File: config.mk
export PLATFORM = sky130hd
export DESIGN_NAME = erc_top
export DESIGN_NICKNAME = d
export VERILOG_FILES = /design/src/verilog/erc_pkg.sv /design/src/verilog/erc_top.sv
export SDC_FILE = /design/constraint.sdc
export NUM_CORES = 1
export LEC_CHECK = 0
export CAP_MARGIN = 5
export CORE_MARGIN = 2
export CORE_UTILIZATION = 35
export CTS_BUF_LIST = sky130_fd_sc_hd__clkbuf_4 sky130_fd_sc_hd__clkbuf_8
export DETAILED_ROUTE_END_ITERATION = 6
export DONT_BUFFER_PORTS = 1
export RECOVER_POWER = 100
export SKIP_LAST_GASP = 1
export SYNTH_ARGS = -nofsm -noshare
export SYNTH_HDL_FRONTEND = slang
export SYNTH_SLANG_ARGS = --single-unit
File: constraint.sdc
create_clock -name mclk -period 7.1 [get_ports mclk]
set_input_delay 0.355 -clock mclk [delete_from_list [all_inputs] [get_ports mclk]]
set_output_delay 0.355 -clock mclk [all_outputs]
set_load 0.03 [all_outputs]
File: src/verilog/erc_pkg.sv
// Purpose: shared constants and types for the entropy run-length checker
// Assumes: 32-bit register port, byte addresses, one aligned word per register
// Notes:   limit fields are held at 14 bits and masked to each length's width
package erc_pkg;

  //////////////////////////////////////////////////////////////////////////////
  // register offsets
  localparam logic [7:0] MAIN_CONTROL_OFS = 8'h00;  // mode and limit actions
  localparam logic [7:0] MISC_CHECK_OFS   = 8'h0C;  // retry count
  localparam logic [7:0] CHECK_RESULT_OFS = 8'h10;  // verdict flags
  localparam logic [7:0] RUN2_OFS         = 8'h28;  // length-2 limits
  localparam logic [7:0] RUN3_OFS         = 8'h2C;  // length-3 counts / limits
  localparam logic [7:0] RUN4_OFS         = 8'h30;  // length-4 counts / limits
  localparam logic [7:0] RUN5_OFS         = 8'h34;  // length-5 counts / limits

  // main_control bit positions
  localparam int PROGRAM_MODE_SELECT_BIT    = 16;  // program_mode_select
  localparam int RESTORE_DEFAULTS_BIT = 6;   // restore_defaults, write-one action
  localparam int DIS_ST_BIT  = 5;   // self_test_disable

  // field positions
  localparam int HI_LSB    = 16;  // range field and ones count
  localparam int RETRY_LSB = 16;  // retries_remaining in misc_check_control

  //////////////////////////////////////////////////////////////////////////////
  // values after reset
  localparam logic [3:0]  RETRY_RST   = 4'h1;
  localparam logic [13:0] LEN2_RNG_RST = 14'h0036;
  localparam logic [13:0] LEN2_MAX_RST = 14'h003E;
  localparam logic [13:0] LEN3_RNG_RST = 14'h002D;
  localparam logic [13:0] LEN3_MAX_RST = 14'h0037;
  localparam logic [13:0] LEN4_RNG_RST = 14'h001B;
  localparam logic [13:0] LEN4_MAX_RST = 14'h001A;
  localparam logic [13:0] LEN5_RNG_RST = 14'h0013;
  localparam logic [13:0] LEN5_MAX_RST = 14'h0012;

  // values loaded when self-test is disabled
  localparam logic [13:0] LEN2_RNG_DIS = 14'h3FFF;
  localparam logic [13:0] LEN2_MAX_DIS = 14'h3FFE;
  localparam logic [13:0] LEN3_RNG_DIS = 14'h1FFF;
  localparam logic [13:0] LEN3_MAX_DIS = 14'h1FFE;
  localparam logic [13:0] LEN4_RNG_DIS = 14'h0FFF;
  localparam logic [13:0] LEN4_MAX_DIS = 14'h0FFE;
  localparam logic [13:0] LEN5_RNG_DIS = 14'h07FF;
  localparam logic [13:0] LEN5_MAX_DIS = 14'h07FE;

  // field masks per run length
  localparam logic [13:0] LEN2_MASK = 14'h3FFF;
  localparam logic [13:0] LEN3_MASK = 14'h1FFF;
  localparam logic [13:0] LEN4_MASK = 14'h0FFF;
  localparam logic [13:0] LEN5_MASK = 14'h07FF;

  // run length saturates here; longer runs matter to no counter
  localparam logic [2:0] RUN_SAT = 3'h6;

  //////////////////////////////////////////////////////////////////////////////
  // types
  typedef struct packed {
    logic [13:0] rng;  // range field
    logic [13:0] max;  // maximum field
  } erc_limit_type;

  typedef struct packed {
    logic start;    // begin a new sample window
    logic valid;    // bit_val is a sample
    logic bit_val;  // entropy sample
    logic last;     // this sample closes the window
  } erc_sample_type;

  typedef enum {ERC_IDLE, ERC_COLLECT, ERC_JUDGE} erc_state_type;

endpackage

File: src/verilog/erc_top.sv
// Purpose: run-length statistical check on an entropy sample window
// Assumes: samples come from logic on mclk; retries are rerun by the caller
// Notes:   counts of lengths 3 to 5, limits and verdict reached over a plain register port
`timescale 1ns/100ps

module erc_top
  import erc_pkg::*;
(
  // clock and reset
  input  wire logic        mclk,
  input  wire logic        arst_n,
  // register port
  input  wire logic [7:0]  reg_addr,
  input  wire logic [31:0] reg_wdata,
  input  wire logic        reg_wr,
  input  wire logic        reg_rd,
  output logic      [31:0] reg_rdata,
  // entropy samples
  input  wire erc_sample_type samp,
  // verdict
  output logic             check_pass,
  output logic             retry_req,
  output logic             gen_error,
  output logic             busy
);

  //////////////////////////////////////////////////////////////////////////////
  // helpers
  function automatic logic [13:0] len_mask(input int len);
    unique case (len)
      2:       len_mask = LEN2_MASK;
      3:       len_mask = LEN3_MASK;
      4:       len_mask = LEN4_MASK;
      default: len_mask = LEN5_MASK;
    endcase
  endfunction

  function automatic erc_limit_type reset_limit(input int len);
    unique case (len)
      2:       reset_limit = '{LEN2_RNG_RST, LEN2_MAX_RST};
      3:       reset_limit = '{LEN3_RNG_RST, LEN3_MAX_RST};
      4:       reset_limit = '{LEN4_RNG_RST, LEN4_MAX_RST};
      default: reset_limit = '{LEN5_RNG_RST, LEN5_MAX_RST};
    endcase
  endfunction

  function automatic erc_limit_type disable_limit(input int len);
    unique case (len)
      2:       disable_limit = '{LEN2_RNG_DIS, LEN2_MAX_DIS};
      3:       disable_limit = '{LEN3_RNG_DIS, LEN3_MAX_DIS};
      4:       disable_limit = '{LEN4_RNG_DIS, LEN4_MAX_DIS};
      default: disable_limit = '{LEN5_RNG_DIS, LEN5_MAX_DIS};
    endcase
  endfunction

  // runs seen = (max - ones) + (max - zeros); pass if max-rng < runs < max
  function automatic logic window_ok(input erc_limit_type lim,
                                     input logic [13:0] c1,
                                     input logic [13:0] c0);
    logic signed [16:0] runs;
    logic signed [16:0] low;
    runs = 17'(lim.max) - 17'(c1) + 17'(lim.max) - 17'(c0);
    low  = 17'(lim.max) - 17'(lim.rng);
    window_ok = (runs < $signed(17'(lim.max))) && (runs > low);
  endfunction

  //////////////////////////////////////////////////////////////////////////////
  // state
  erc_state_type      state;           // sequencer
  logic               program_mode_select;            // program_mode_select
  logic               dis_st;          // self_test_disable
  logic [3:0]         retries;         // retries_remaining
  erc_limit_type      lim  [2:5];      // limits per run length
  logic [13:0]        cnt1 [2:5];      // ones-run down-counters
  logic [13:0]        cnt0 [2:5];      // zeros-run down-counters
  logic [3:0]         fail_flags;      // last verdict per length 2..5
  logic               prev_bit;        // value of the current run
  logic [2:0]         run_len;         // length of the current run
  logic               left_bound;      // current run began after an opposite bit
  logic               first_pending;   // next sample is the window's first
  logic               run_hit;         // a bounded run ended this cycle
  logic [2:0]         hit_len;         // its length
  logic               hit_val;         // its bit value
  logic [3:0]         pass_vec;        // per-length verdict
  logic               wr_ctl;          // write to main_control
  logic               lim_wr_ok;       // limit writes allowed

  assign wr_ctl    = reg_wr && (reg_addr == MAIN_CONTROL_OFS);
  assign lim_wr_ok = reg_wr && program_mode_select;

  //////////////////////////////////////////////////////////////////////////////
  // control bits and retry count
  always_ff @(posedge mclk or negedge arst_n) begin
    if (!arst_n) begin
      program_mode_select    <= 1'b0;
      dis_st  <= 1'b0;
      retries <= RETRY_RST;
    end else begin
      if (wr_ctl) begin
        program_mode_select   <= reg_wdata[PROGRAM_MODE_SELECT_BIT];
        dis_st <= reg_wdata[DIS_ST_BIT];
      end
      // a failing verdict consumes a retry; it wins over a software write
      if (state == ERC_JUDGE && pass_vec != 4'hF && retries != 4'h0) begin
        retries <= retries - 4'h1;
      end else if (reg_wr && reg_addr == MISC_CHECK_OFS) begin
        retries <= reg_wdata[RETRY_LSB +: 4];
      end
    end
  end

  //////////////////////////////////////////////////////////////////////////////
  // limit fields: reset, restore, self-test disable, program-mode writes
  always_ff @(posedge mclk or negedge arst_n) begin
    if (!arst_n) begin
      for (int l = 2; l <= 5; l++) begin
        lim[l] <= reset_limit(l);
      end
    end else begin
      for (int l = 2; l <= 5; l++) begin
        // disable takes precedence when both actions share one write
        if (wr_ctl && reg_wdata[DIS_ST_BIT]) begin
          lim[l] <= disable_limit(l);
        end else if (wr_ctl && reg_wdata[RESTORE_DEFAULTS_BIT]) begin
          lim[l] <= reset_limit(l);
        end else if (lim_wr_ok && reg_addr == RUN2_OFS + 8'(4 * (l - 2))) begin
          lim[l].rng <= reg_wdata[HI_LSB +: 14] & len_mask(l);
          lim[l].max <= reg_wdata[13:0] & len_mask(l);
        end
      end
    end
  end

  //////////////////////////////////////////////////////////////////////////////
  // run tracker; a run is counted only when bounded on both sides
  always_comb begin
    run_hit = 1'b0;
    hit_len = run_len;
    hit_val = prev_bit;
    // the opening run lacks a left bound, the closing one never ends here
    if (state == ERC_COLLECT && samp.valid && !first_pending
        && samp.bit_val != prev_bit && left_bound
        && run_len >= 3'h2 && run_len <= 3'h5) begin
      run_hit = 1'b1;
    end
  end

  always_ff @(posedge mclk or negedge arst_n) begin
    if (!arst_n) begin
      prev_bit      <= 1'b0;
      run_len       <= 3'h0;
      left_bound    <= 1'b0;
      first_pending <= 1'b0;
    end else if (samp.start) begin
      first_pending <= 1'b1;
      left_bound    <= 1'b0;
      run_len       <= 3'h0;
    end else if (state == ERC_COLLECT && samp.valid) begin
      first_pending <= 1'b0;
      if (first_pending) begin
        prev_bit   <= samp.bit_val;
        run_len    <= 3'h1;
        left_bound <= 1'b0;
      end else if (samp.bit_val == prev_bit) begin
        run_len <= (run_len == RUN_SAT) ? RUN_SAT : run_len + 3'h1;
      end else begin
        prev_bit   <= samp.bit_val;
        run_len    <= 3'h1;
        left_bound <= 1'b1;
      end
    end
  end

  //////////////////////////////////////////////////////////////////////////////
  // down-counters; they stop at zero rather than wrap to a large count
  always_ff @(posedge mclk or negedge arst_n) begin
    if (!arst_n) begin
      for (int l = 2; l <= 5; l++) begin
        cnt1[l] <= 14'h0000;
        cnt0[l] <= 14'h0000;
      end
    end else if (samp.start) begin
      for (int l = 2; l <= 5; l++) begin
        cnt1[l] <= lim[l].max;
        cnt0[l] <= lim[l].max;
      end
    end else if (run_hit) begin
      for (int l = 2; l <= 5; l++) begin
        if (hit_len == 3'(l) && hit_val && cnt1[l] != 14'h0000) begin
          cnt1[l] <= cnt1[l] - 14'h0001;
        end
        if (hit_len == 3'(l) && !hit_val && cnt0[l] != 14'h0000) begin
          cnt0[l] <= cnt0[l] - 14'h0001;
        end
      end
    end
  end

  //////////////////////////////////////////////////////////////////////////////
  // verdict per length
  always_comb begin
    for (int l = 2; l <= 5; l++) begin
      pass_vec[l - 2] = window_ok(lim[l], cnt1[l], cnt0[l]);
    end
  end

  //////////////////////////////////////////////////////////////////////////////
  // sequencer and verdict outputs
  always_ff @(posedge mclk or negedge arst_n) begin
    if (!arst_n) begin
      state      <= ERC_IDLE;
      check_pass <= 1'b0;
      retry_req  <= 1'b0;
      gen_error  <= 1'b0;
      busy       <= 1'b0;
      fail_flags <= 4'h0;
    end else begin
      check_pass <= 1'b0;
      retry_req  <= 1'b0;
      unique case (state)
        ERC_IDLE: begin
          if (samp.start) begin
            state     <= ERC_COLLECT;
            busy      <= 1'b1;
            gen_error <= 1'b0;
          end
        end
        ERC_COLLECT: begin
          // a fresh start simply reopens the window
          if (!samp.start && samp.valid && samp.last) begin
            state <= ERC_JUDGE;
          end
        end
        ERC_JUDGE: begin
          state      <= ERC_IDLE;
          busy       <= 1'b0;
          fail_flags <= ~pass_vec;
          if (pass_vec == 4'hF) begin
            check_pass <= 1'b1;
          end else if (retries != 4'h0) begin
            retry_req <= 1'b1;
          end else begin
            gen_error <= 1'b1;
          end
        end
      endcase
    end
  end

  //////////////////////////////////////////////////////////////////////////////
  // read port; data stand for one cycle, unmapped reads return zero
  always_ff @(posedge mclk or negedge arst_n) begin
    if (!arst_n) begin
      reg_rdata <= 32'h0000_0000;
    end else begin
      reg_rdata <= 32'h0000_0000;
      if (reg_rd) begin
        unique case (reg_addr)
          MAIN_CONTROL_OFS: begin
            reg_rdata[PROGRAM_MODE_SELECT_BIT]   <= program_mode_select;
            reg_rdata[DIS_ST_BIT] <= dis_st;
          end
          MISC_CHECK_OFS: reg_rdata[RETRY_LSB +: 4] <= retries;
          CHECK_RESULT_OFS: reg_rdata <= {24'h00_0000, busy, gen_error, 2'h0, fail_flags};
          RUN2_OFS: begin
            // length-2 counts are not held here; the offset reads zero then
            if (program_mode_select) reg_rdata <= {2'h0, lim[2].rng, 2'h0, lim[2].max};
          end
          RUN3_OFS: begin
            if (program_mode_select) reg_rdata <= {2'h0, lim[3].rng, 2'h0, lim[3].max};
            else      reg_rdata <= {2'h0, cnt1[3], 2'h0, cnt0[3]};
          end
          RUN4_OFS: begin
            if (program_mode_select) reg_rdata <= {2'h0, lim[4].rng, 2'h0, lim[4].max};
            else      reg_rdata <= {2'h0, cnt1[4], 2'h0, cnt0[4]};
          end
          RUN5_OFS: begin
            if (program_mode_select) reg_rdata <= {2'h0, lim[5].rng, 2'h0, lim[5].max};
            else      reg_rdata <= {2'h0, cnt1[5], 2'h0, cnt0[5]};
          end
          default: reg_rdata <= 32'h0000_0000;
        endcase
      end
    end
  end
endmodule
==> results of run 1 <==
worst max-delay path: cells and delay by family (launching register included):
kind / cells / cell delay (ns)
flops: 1 / 0.39
compound gates: 10 / 1.90
simple gates: 9 / 1.54
xor+xnor: 2 / 0.23
buf+inv: 7 / 0.84
fa+ha+maj: 6 / 1.84
registers in the layout (all words and copies together) (netlist names):
register,flops
fail_flags,4
hit_len,3
state,2
dis_st,1
retries,4
cnt1,56
hit_val,1
lim,100
first_pending,1
left_bound,1
cnt0,56
reg_rdata,28
busy,1
retry_req,1
gen_error,1
check_pass,1
program_mode_select,1
placed cells by master, fill, tap and decap left out, types with 20 or more instances in the layout:
cell,synthesis,layout
dfrtp_1,231,230
nand2_1,196,196
buf_4,4,60
clkbuf_8,0,60
or3_1,20,21
xor2_1,68,68
dlygate4sd3_1,0,35
ha_1,289,289
nor2b_1,29,29
a221oi_1,27,27
xnor2_1,161,161
inv_1,353,352
mux2i_1,74,74
a21oi_1,244,240
nor3_1,74,74
and3_1,20,20
a21o_1,40,40
a22oi_1,26,26
nor4_1,28,27
a31oi_1,32,32
o21bai_1,21,21
fa_1,58,58
a211oi_1,37,34
nand2b_1,35,35
nand3_1,55,54
dfstp_2,31,31
nand4_1,34,34
o211ai_1,42,42
o21ai_0,199,189
nor2_1,206,202
layer usage:
layer / up-vias / wire length [um] / GRT usage (%) / part of all wire, %
met5: - / 0 / 0 / 0
met2: 950 / 37600 / 35.6 / 44
met4: 0 / 3890 / 9.93 / 4.5
met3: 158 / 7380 / 3.97 / 8.5
li1: 10547 / - / - / -
met1: 10689 / 37500 / 32.2 / 43
kinds of logic (layout without fill, tap and decap cells):
family | after synthesis | count (layout) | synth area share (%)
buffers and inverters | 453 | 548 | 6.96
AO/OA/AOI/OAI | 813 | 813 | 20.8
multiplexers | 84 | 84 | 3.49
flip-flops | 262 | 262 | 26.7
AND/OR/NAND/NOR | 747 | 747 | 14.5
adder cells (fa/ha/maj) | 349 | 349 | 19.4
other | 1 | 7 | 0.0152
XOR/XNOR | 229 | 229 | 8.11
metrics by stage:
step	TNS (ns)	instances	setup slack (ns)	hold WS (ns)	area, um^2
6_report	0	3979	0.229	0.0382	27600
5_1_grt	-0.0423	3977	-0.0327	0.0255	27500
4_1_cts	0	3968	0.0248	0.00567	27500
3_5_place_dp	-0.124	3842	-0.0709	0.0955	26000
3_3_place_gp	-0.110	3842	-0.0774	0.0953	26000
2_1_floorplan	0	2941	1.01	0.0594	24800
cell type report:
cell class                 instances  area (um^2)
antenna                            3         7.51
clock buffer                      76          946
clock inverter                    13          103
fill                            7114        42500
inverter                         353         1330
multi-input combinational       2226        16500
sequential                       262         6600
tap                              940         1180
timing repair buffer             106          896
how the worst min path moves through the flow:
stage | end | slack [ns]
6_report | lim[84]$_DFFE_PN0P_ | 0.04
5_1_grt | reg_rdata[24]$_DFF_PN0_ | 0.03
4_1_cts | state[0]$_DFFE_PN0P_ | 0.006
3_5_place_dp | reg_rdata[20]$_DFF_PN0_ | 0.1
3_3_place_gp | reg_rdata[20]$_DFF_PN0_ | 0.1
2_1_floorplan | busy$_DFFE_PN0P_ | 0.06
repair_timing:
action / in CTS / in global routing
endpoints found under the hold margin: 427 / 0
pin swaps: 0 / 8
gates resized for setup: 1 / 24
hold buffers: 37 / 0
setup endpoints to repair: 7 / 7
setup buffers: 0 / 7
power by group:
part	switching [mW]	total (mW)	internal, mW
sequential	0.164	1.76	1.60
clock	0.718	1.60	0.886
combinational	2.13	3.71	1.58
total	3.02	7.08	4.06
==> results.sh, run 1 <==
export IMPL_fin_nets=3393
export IMPL_fin_util_pct=39.3
export IMPL_cts_tree="yes"
export IMPL_min_path_type="in -> reg"
export IMPL_row_count=97
export IMPL_ys_warn_count=0
export IMPL_slew_limit_headroom_pct=-238
export IMPL_ys_seq_area_share_pct=26.7
export IMPL_hold_depth=3
export IMPL_clock_path_buffers=3
export IMPL_antenna_found_initial=3
export IMPL_synth_cell_types=76
export IMPL_setup_viol=0
export IMPL_synth_area_per_cell_um2=8.42
export IMPL_grt_overflow_total=0
export IMPL_core_area_um2=70000
export IMPL_synth_seq_cells=262
export IMPL_p_leak_nw=12.4
export IMPL_syn_inst=2938
export IMPL_cp_max_fo=5
export IMPL_htreeDepth=2
export IMPL_critPathMostFrequentCell="buf_4"
export IMPL_reg2reg_to="gen_error$_DFFE_PN0P_"
export IMPL_slowest_delay_ns=0.53
export IMPL_r2r_slack_ns=0.23
export IMPL_crit_type="reg -> reg"
export IMPL_routed_wirelength_um=86300
export IMPL_synth_area_leaders="dfrtp_1 23%, ha_1 15%, xnor2_1 5.7%"
export IMPL_grt_pass1_wl_um=130000
export IMPL_skew_ns=0.0460
export IMPL_firstDrtPassIters=6
export IMPL_dieHeight_um=270
export IMPL_final_max_slew_viol_count=419
export IMPL_cts_buffers=49
export IMPL_grt_use_total_pct=23.2
export IMPL_worst_pin_slew_ns=5.08
export IMPL_vias_per_cell=5.62
export IMPL_clock_sinks=262
export IMPL_holdCritStartpoint="reg_wr"
export IMPL_endpoint_kind="flip-flop"
export IMPL_reg2regPathDepth=34
export IMPL_r2r_start="lim[84]$_DFFE_PN0P_"
export IMPL_cp_start_kind="flip-flop"
export IMPL_slowest_stage="a2111oi_0"
export IMPL_dp_hpwl_um=66800
export IMPL_status="finished with violations"
export IMPL_place_congestion=0.977
export IMPL_hold_viol=0
export IMPL_synth_ff_type="dfrtp_1"
export IMPL_vias=22344
export IMPL_cp_startpoint="lim[84]$_DFFE_PN0P_"
export IMPL_grt_max_degree=263
export IMPL_power_density_nw_per_um2=257
export IMPL_grt_pass1_vias=20811
export IMPL_layout_drive_gt1_share_pct=7.44
export IMPL_yosys_top_cells_count="353 x inv_1, 289 x ha_1, 244 x a21oi_1, 231 x dfrtp_1, 206 x nor2_1"
export IMPL_synth_async_reset_ratio_pct=100
export IMPL_yosysTopAreaCell="dfrtp_1"
export IMPL_syn_area_um2=24700
export IMPL_fmax_ghz=0.146
export IMPL_ant_nets=0
export IMPL_endpoint="gen_error$_DFFE_PN0P_"
export IMPL_initial_utilization_pct=35.3
export IMPL_cp_arrival_ns=7.38
export IMPL_layout_min_cycle_time_ns=6.87
export IMPL_routedWlPerCell_um=21.7
export IMPL_first_iter_violations=2307
export IMPL_violations="max-capacitance violations, max-slew violations"
export IMPL_p_total_mw=7.08
export IMPL_ir_drop_mv=0.137
export IMPL_clk_pin_slew_worst_paths_ns=0.06
export IMPL_drc=0
export IMPL_synth_edf_count=0
export IMPL_pin_count=84
export IMPL_synth_top_cell_area_share_pct=23.4
export IMPL_yosysMostFrequentCell="inv_1"
export IMPL_dieArea_um2=72800
export IMPL_clk_latency_ns=0.66
export IMPL_synthToLayoutAreaGrowth_pct=11.3
export IMPL_maxCapViolCount=8
export IMPL_period_share_pct=96.8
export IMPL_io_buffer_count=0
export IMPL_die_width_um=270
export IMPL_cp_data_required_time_ns=7.61
export IMPL_root_buffer="clkbuf_8"
(Power assumes the default switching activity.)
==> run 2, diff against run 1 <==
ABC_AREA = 1   (was unset)
CAP_MARGIN = unset   (was 5)
CORE_UTILIZATION = 68   (was 35)
PLACE_DENSITY = 0.84   (was unset)
==> results.sh, run 2 <==
export IMPL_worst_pin_slew_ns=3.74
export IMPL_dieArea_um2=38700
export IMPL_synth_seq_cells=262
export IMPL_cp_start_kind="flip-flop"
export IMPL_hold_viol=0
export IMPL_p_leak_nw=13.8
export IMPL_power_density_nw_per_um2=339
export IMPL_maxCapViolCount=2
export IMPL_violations="design-rule violations, max-capacitance violations, max-slew violations"
export IMPL_cts_setup_buffers=0
export IMPL_fin_nets=3872
export IMPL_root_buffer="clkbuf_8"
export IMPL_skew_ns=0.0335
export IMPL_slowest_delay_ns=0.59
export IMPL_final_common_cell="nand2_1"
export IMPL_placed_area_um2=25600
export IMPL_firstDrtPassIters=7
export IMPL_hold_depth=3
export IMPL_period_share_pct=91.9
export IMPL_layout_drive_gt1_share_pct=4.47
export IMPL_ant_nets=0
export IMPL_core_area_um2=36600
export IMPL_synthToLayoutAreaGrowth_pct=6.28
export IMPL_routedWlPerCell_um=21.5
export IMPL_cts_buffers=46
export IMPL_ir_drop_mv=0.367
export IMPL_holdPathEnd="cnt1[42]$_DFFE_PN0P_"
export IMPL_vias_per_cell=6.27
export IMPL_cts_tree="yes"
export IMPL_regMostFlops="lim"
export IMPL_syn_area_um2=25200
export IMPL_cp_max_fo=8
export IMPL_crit_family="simple AND/OR/NAND/NOR gates"
export IMPL_critPathMostFrequentCell="nand2_1"
export IMPL_synth_ff_type="dfrtp_1"
export IMPL_fmax_ghz=0.153
export IMPL_ys_seq_area_share_pct=26.1
export IMPL_p_total_mw=9.09
export IMPL_fillers=2954
export IMPL_synth_cell_types=65
export IMPL_cp_data_required_time_ns=7.61
export IMPL_slew_limit_headroom_pct=-149
export IMPL_drc=129
export IMPL_clock_sinks=262
export IMPL_setup_slack_ns=0.578
export IMPL_dp_slack_ns=0.972
export IMPL_vias=24969
export IMPL_dp_hpwl_um=66900
export IMPL_instances_no_fill=3985
export IMPL_crit_type="reg -> reg"
export IMPL_layout_min_cycle_time_ns=6.52
export IMPL_min_path_type="in -> reg"
export IMPL_reg2reg_to="retries[1]$_DFFE_PN0P_"
export IMPL_ys_warn_count=0
export IMPL_fin_util_pct=73.3
export IMPL_status="finished with violations"
export IMPL_grt_pass1_vias=24540
export IMPL_slowest_stage="dfstp_2"
export IMPL_cp_depth=39
export IMPL_initial_utilization_pct=68.9
export IMPL_setup_viol=0
export IMPL_place_congestion=1.05
export IMPL_largest_register_ffs=100
export IMPL_grt_pass1_wl_um=133000
export IMPL_synth_top_cell_area_share_pct=22.9
export IMPL_yosysMostFrequentCell="nand2_1"
export IMPL_yosysTopAreaCell="dfrtp_1"
export IMPL_dieHeight_um=197
export IMPL_clk_latency_ns=0.63
export IMPL_layout_common_cells="788 x nand2_1, 589 x inv_1, 289 x ha_1, 232 x nor2_1, 230 x dfrtp_1"
export IMPL_r2r_start="lim[86]$_DFFE_PN1P_"
export IMPL_routed_wirelength_um=85600
export IMPL_final_max_slew_viol_count=209
export IMPL_grt_use_total_pct=44.8
export IMPL_pin_count=84
export IMPL_syn_inst=3466
export IMPL_synth_async_reset_ratio_pct=100
export IMPL_r2r_slack_ns=0.58
export IMPL_die_width_um=197
export IMPL_final_cell_area_um2=26800
export IMPL_antenna_found_initial=6
export IMPL_critPathBufInv=4
export IMPL_synth_area_leaders="dfrtp_1 23%, ha_1 14%, nand2_1 12%"
export IMPL_grt_overflow_total=0
export IMPL_largestRegisters="lim x100, cnt0 x56, cnt1 x56"
export IMPL_first_iter_violations=2723
export IMPL_dp_cells=3878
export IMPL_grt_max_degree=263
export IMPL_holdCritStartpoint="samp[3]"
export IMPL_fin_tns_setup_ns=0
export IMPL_clk_pin_slew_worst_paths_ns=0.06
export IMPL_row_count=70
export IMPL_reg2regPathDepth=39
export IMPL_yosys_top_cells_count="788 x nand2_1, 586 x inv_1, 289 x ha_1, 231 x dfrtp_1, 229 x nor2_1"
export IMPL_whs_ns=0.00789
export IMPL_endpoint_kind="flip-flop"
export IMPL_synth_edf_count=0
export IMPL_htreeDepth=2
export IMPL_clock_path_buffers=3
export IMPL_cp_arrival_ns=7.03
export IMPL_synth_area_per_cell_um2=7.28
export IMPL_io_buffer_count=0
export IMPL_rsz0062_at_grt="false"
-- run 2: cell types whose count changed in the layout (fill, tap and decap cells not counted), sizes merged, moves of 74 or more --
cell | previous run | this run
inv | 354 | 592
mux2i | 74 | 0
nand2 | 196 | 795
nand3 | 55 | 161
xnor2 | 161 | 50
xor2 | 68 | 149
-- run 2: final cells by class --
cell class / count / area [um^2] / area share (%)
inverters: 594 / 2230 / 8.31
clock inverters: 12 / 91.3 / 0.340
well taps: 468 / 586 / 2.18
repair buffers: 29 / 280 / 1.04
diodes: 5 / 12.5 / 0.0466
multi-input cells: 2544 / 16100 / 60.1
flip-flops and latches: 262 / 6600 / 24.6
clock buffers: 71 / 921 / 3.43
-- run 2: logic make-up (layout without fill, tap and decap cells) --
| group | count (synthesis) | count (layout) | share of synthesized area (%) |
|---|---|---|---|
| simple gates | 1324 | 1324 | 21.9 |
| compound gates | 670 | 670 | 16.1 |
| buf+inv | 663 | 706 | 9.99 |
| fa+ha+maj | 347 | 347 | 18.9 |
| flops | 262 | 262 | 26.1 |
| xor+xnor | 199 | 199 | 6.91 |
| other cells | 1 | 9 | 0.0149 |
-- run 2: worst max path at each step --
stage	end	slack (ns)	startpoint
5_1_grt	retries[3]$_DFFE_PN0P_	0.23	lim[86]$_DFFE_PN1P_
3_3_place_gp	retries[1]$_DFFE_PN0P_	1.19	lim[84]$_DFFE_PN0P_
6_report	retries[1]$_DFFE_PN0P_	0.58	lim[86]$_DFFE_PN1P_
2_1_floorplan	retries[1]$_DFFE_PN0P_	1.96	lim[86]$_DFFE_PN1P_
4_1_cts	retries[2]$_DFFE_PN0P_	0.98	lim[86]$_DFFE_PN1P_
3_5_place_dp	retries[2]$_DFFE_PN0P_	0.97	lim[86]$_DFFE_PN1P_
-- run 2: power breakdown --
part / internal, mW / switching, mW
logic: 2.12 / 3.58
registers: 1.64 / 0.180
clock network: 0.863 / 0.703
-- run 2: layer usage --
| layer | GRT usage, % | vias to the layer above | routed length [um] |
|---|---|---|---|
| met5 | 0 | - | 124 |
| met4 | 27.7 | 8 | 6130 |
| met3 | 15.5 | 367 | 11100 |
| met2 | 68.2 | 1521 | 36500 |
| met1 | 54.8 | 11568 | 31800 |
| li1 | - | 11505 | - |
-- run 2: tightest hold or removal path, cell delays in order --
cell      delay, ns
nor2_1         0.05
nand2_1        0.07
o211ai_1       0.07
-- run 2: repair_timing --
action | 4_1_cts | 5_1_grt
hold buffers | 17 | 1
resized for setup | 0 | 0
endpoints found under the hold margin | 388 | 124
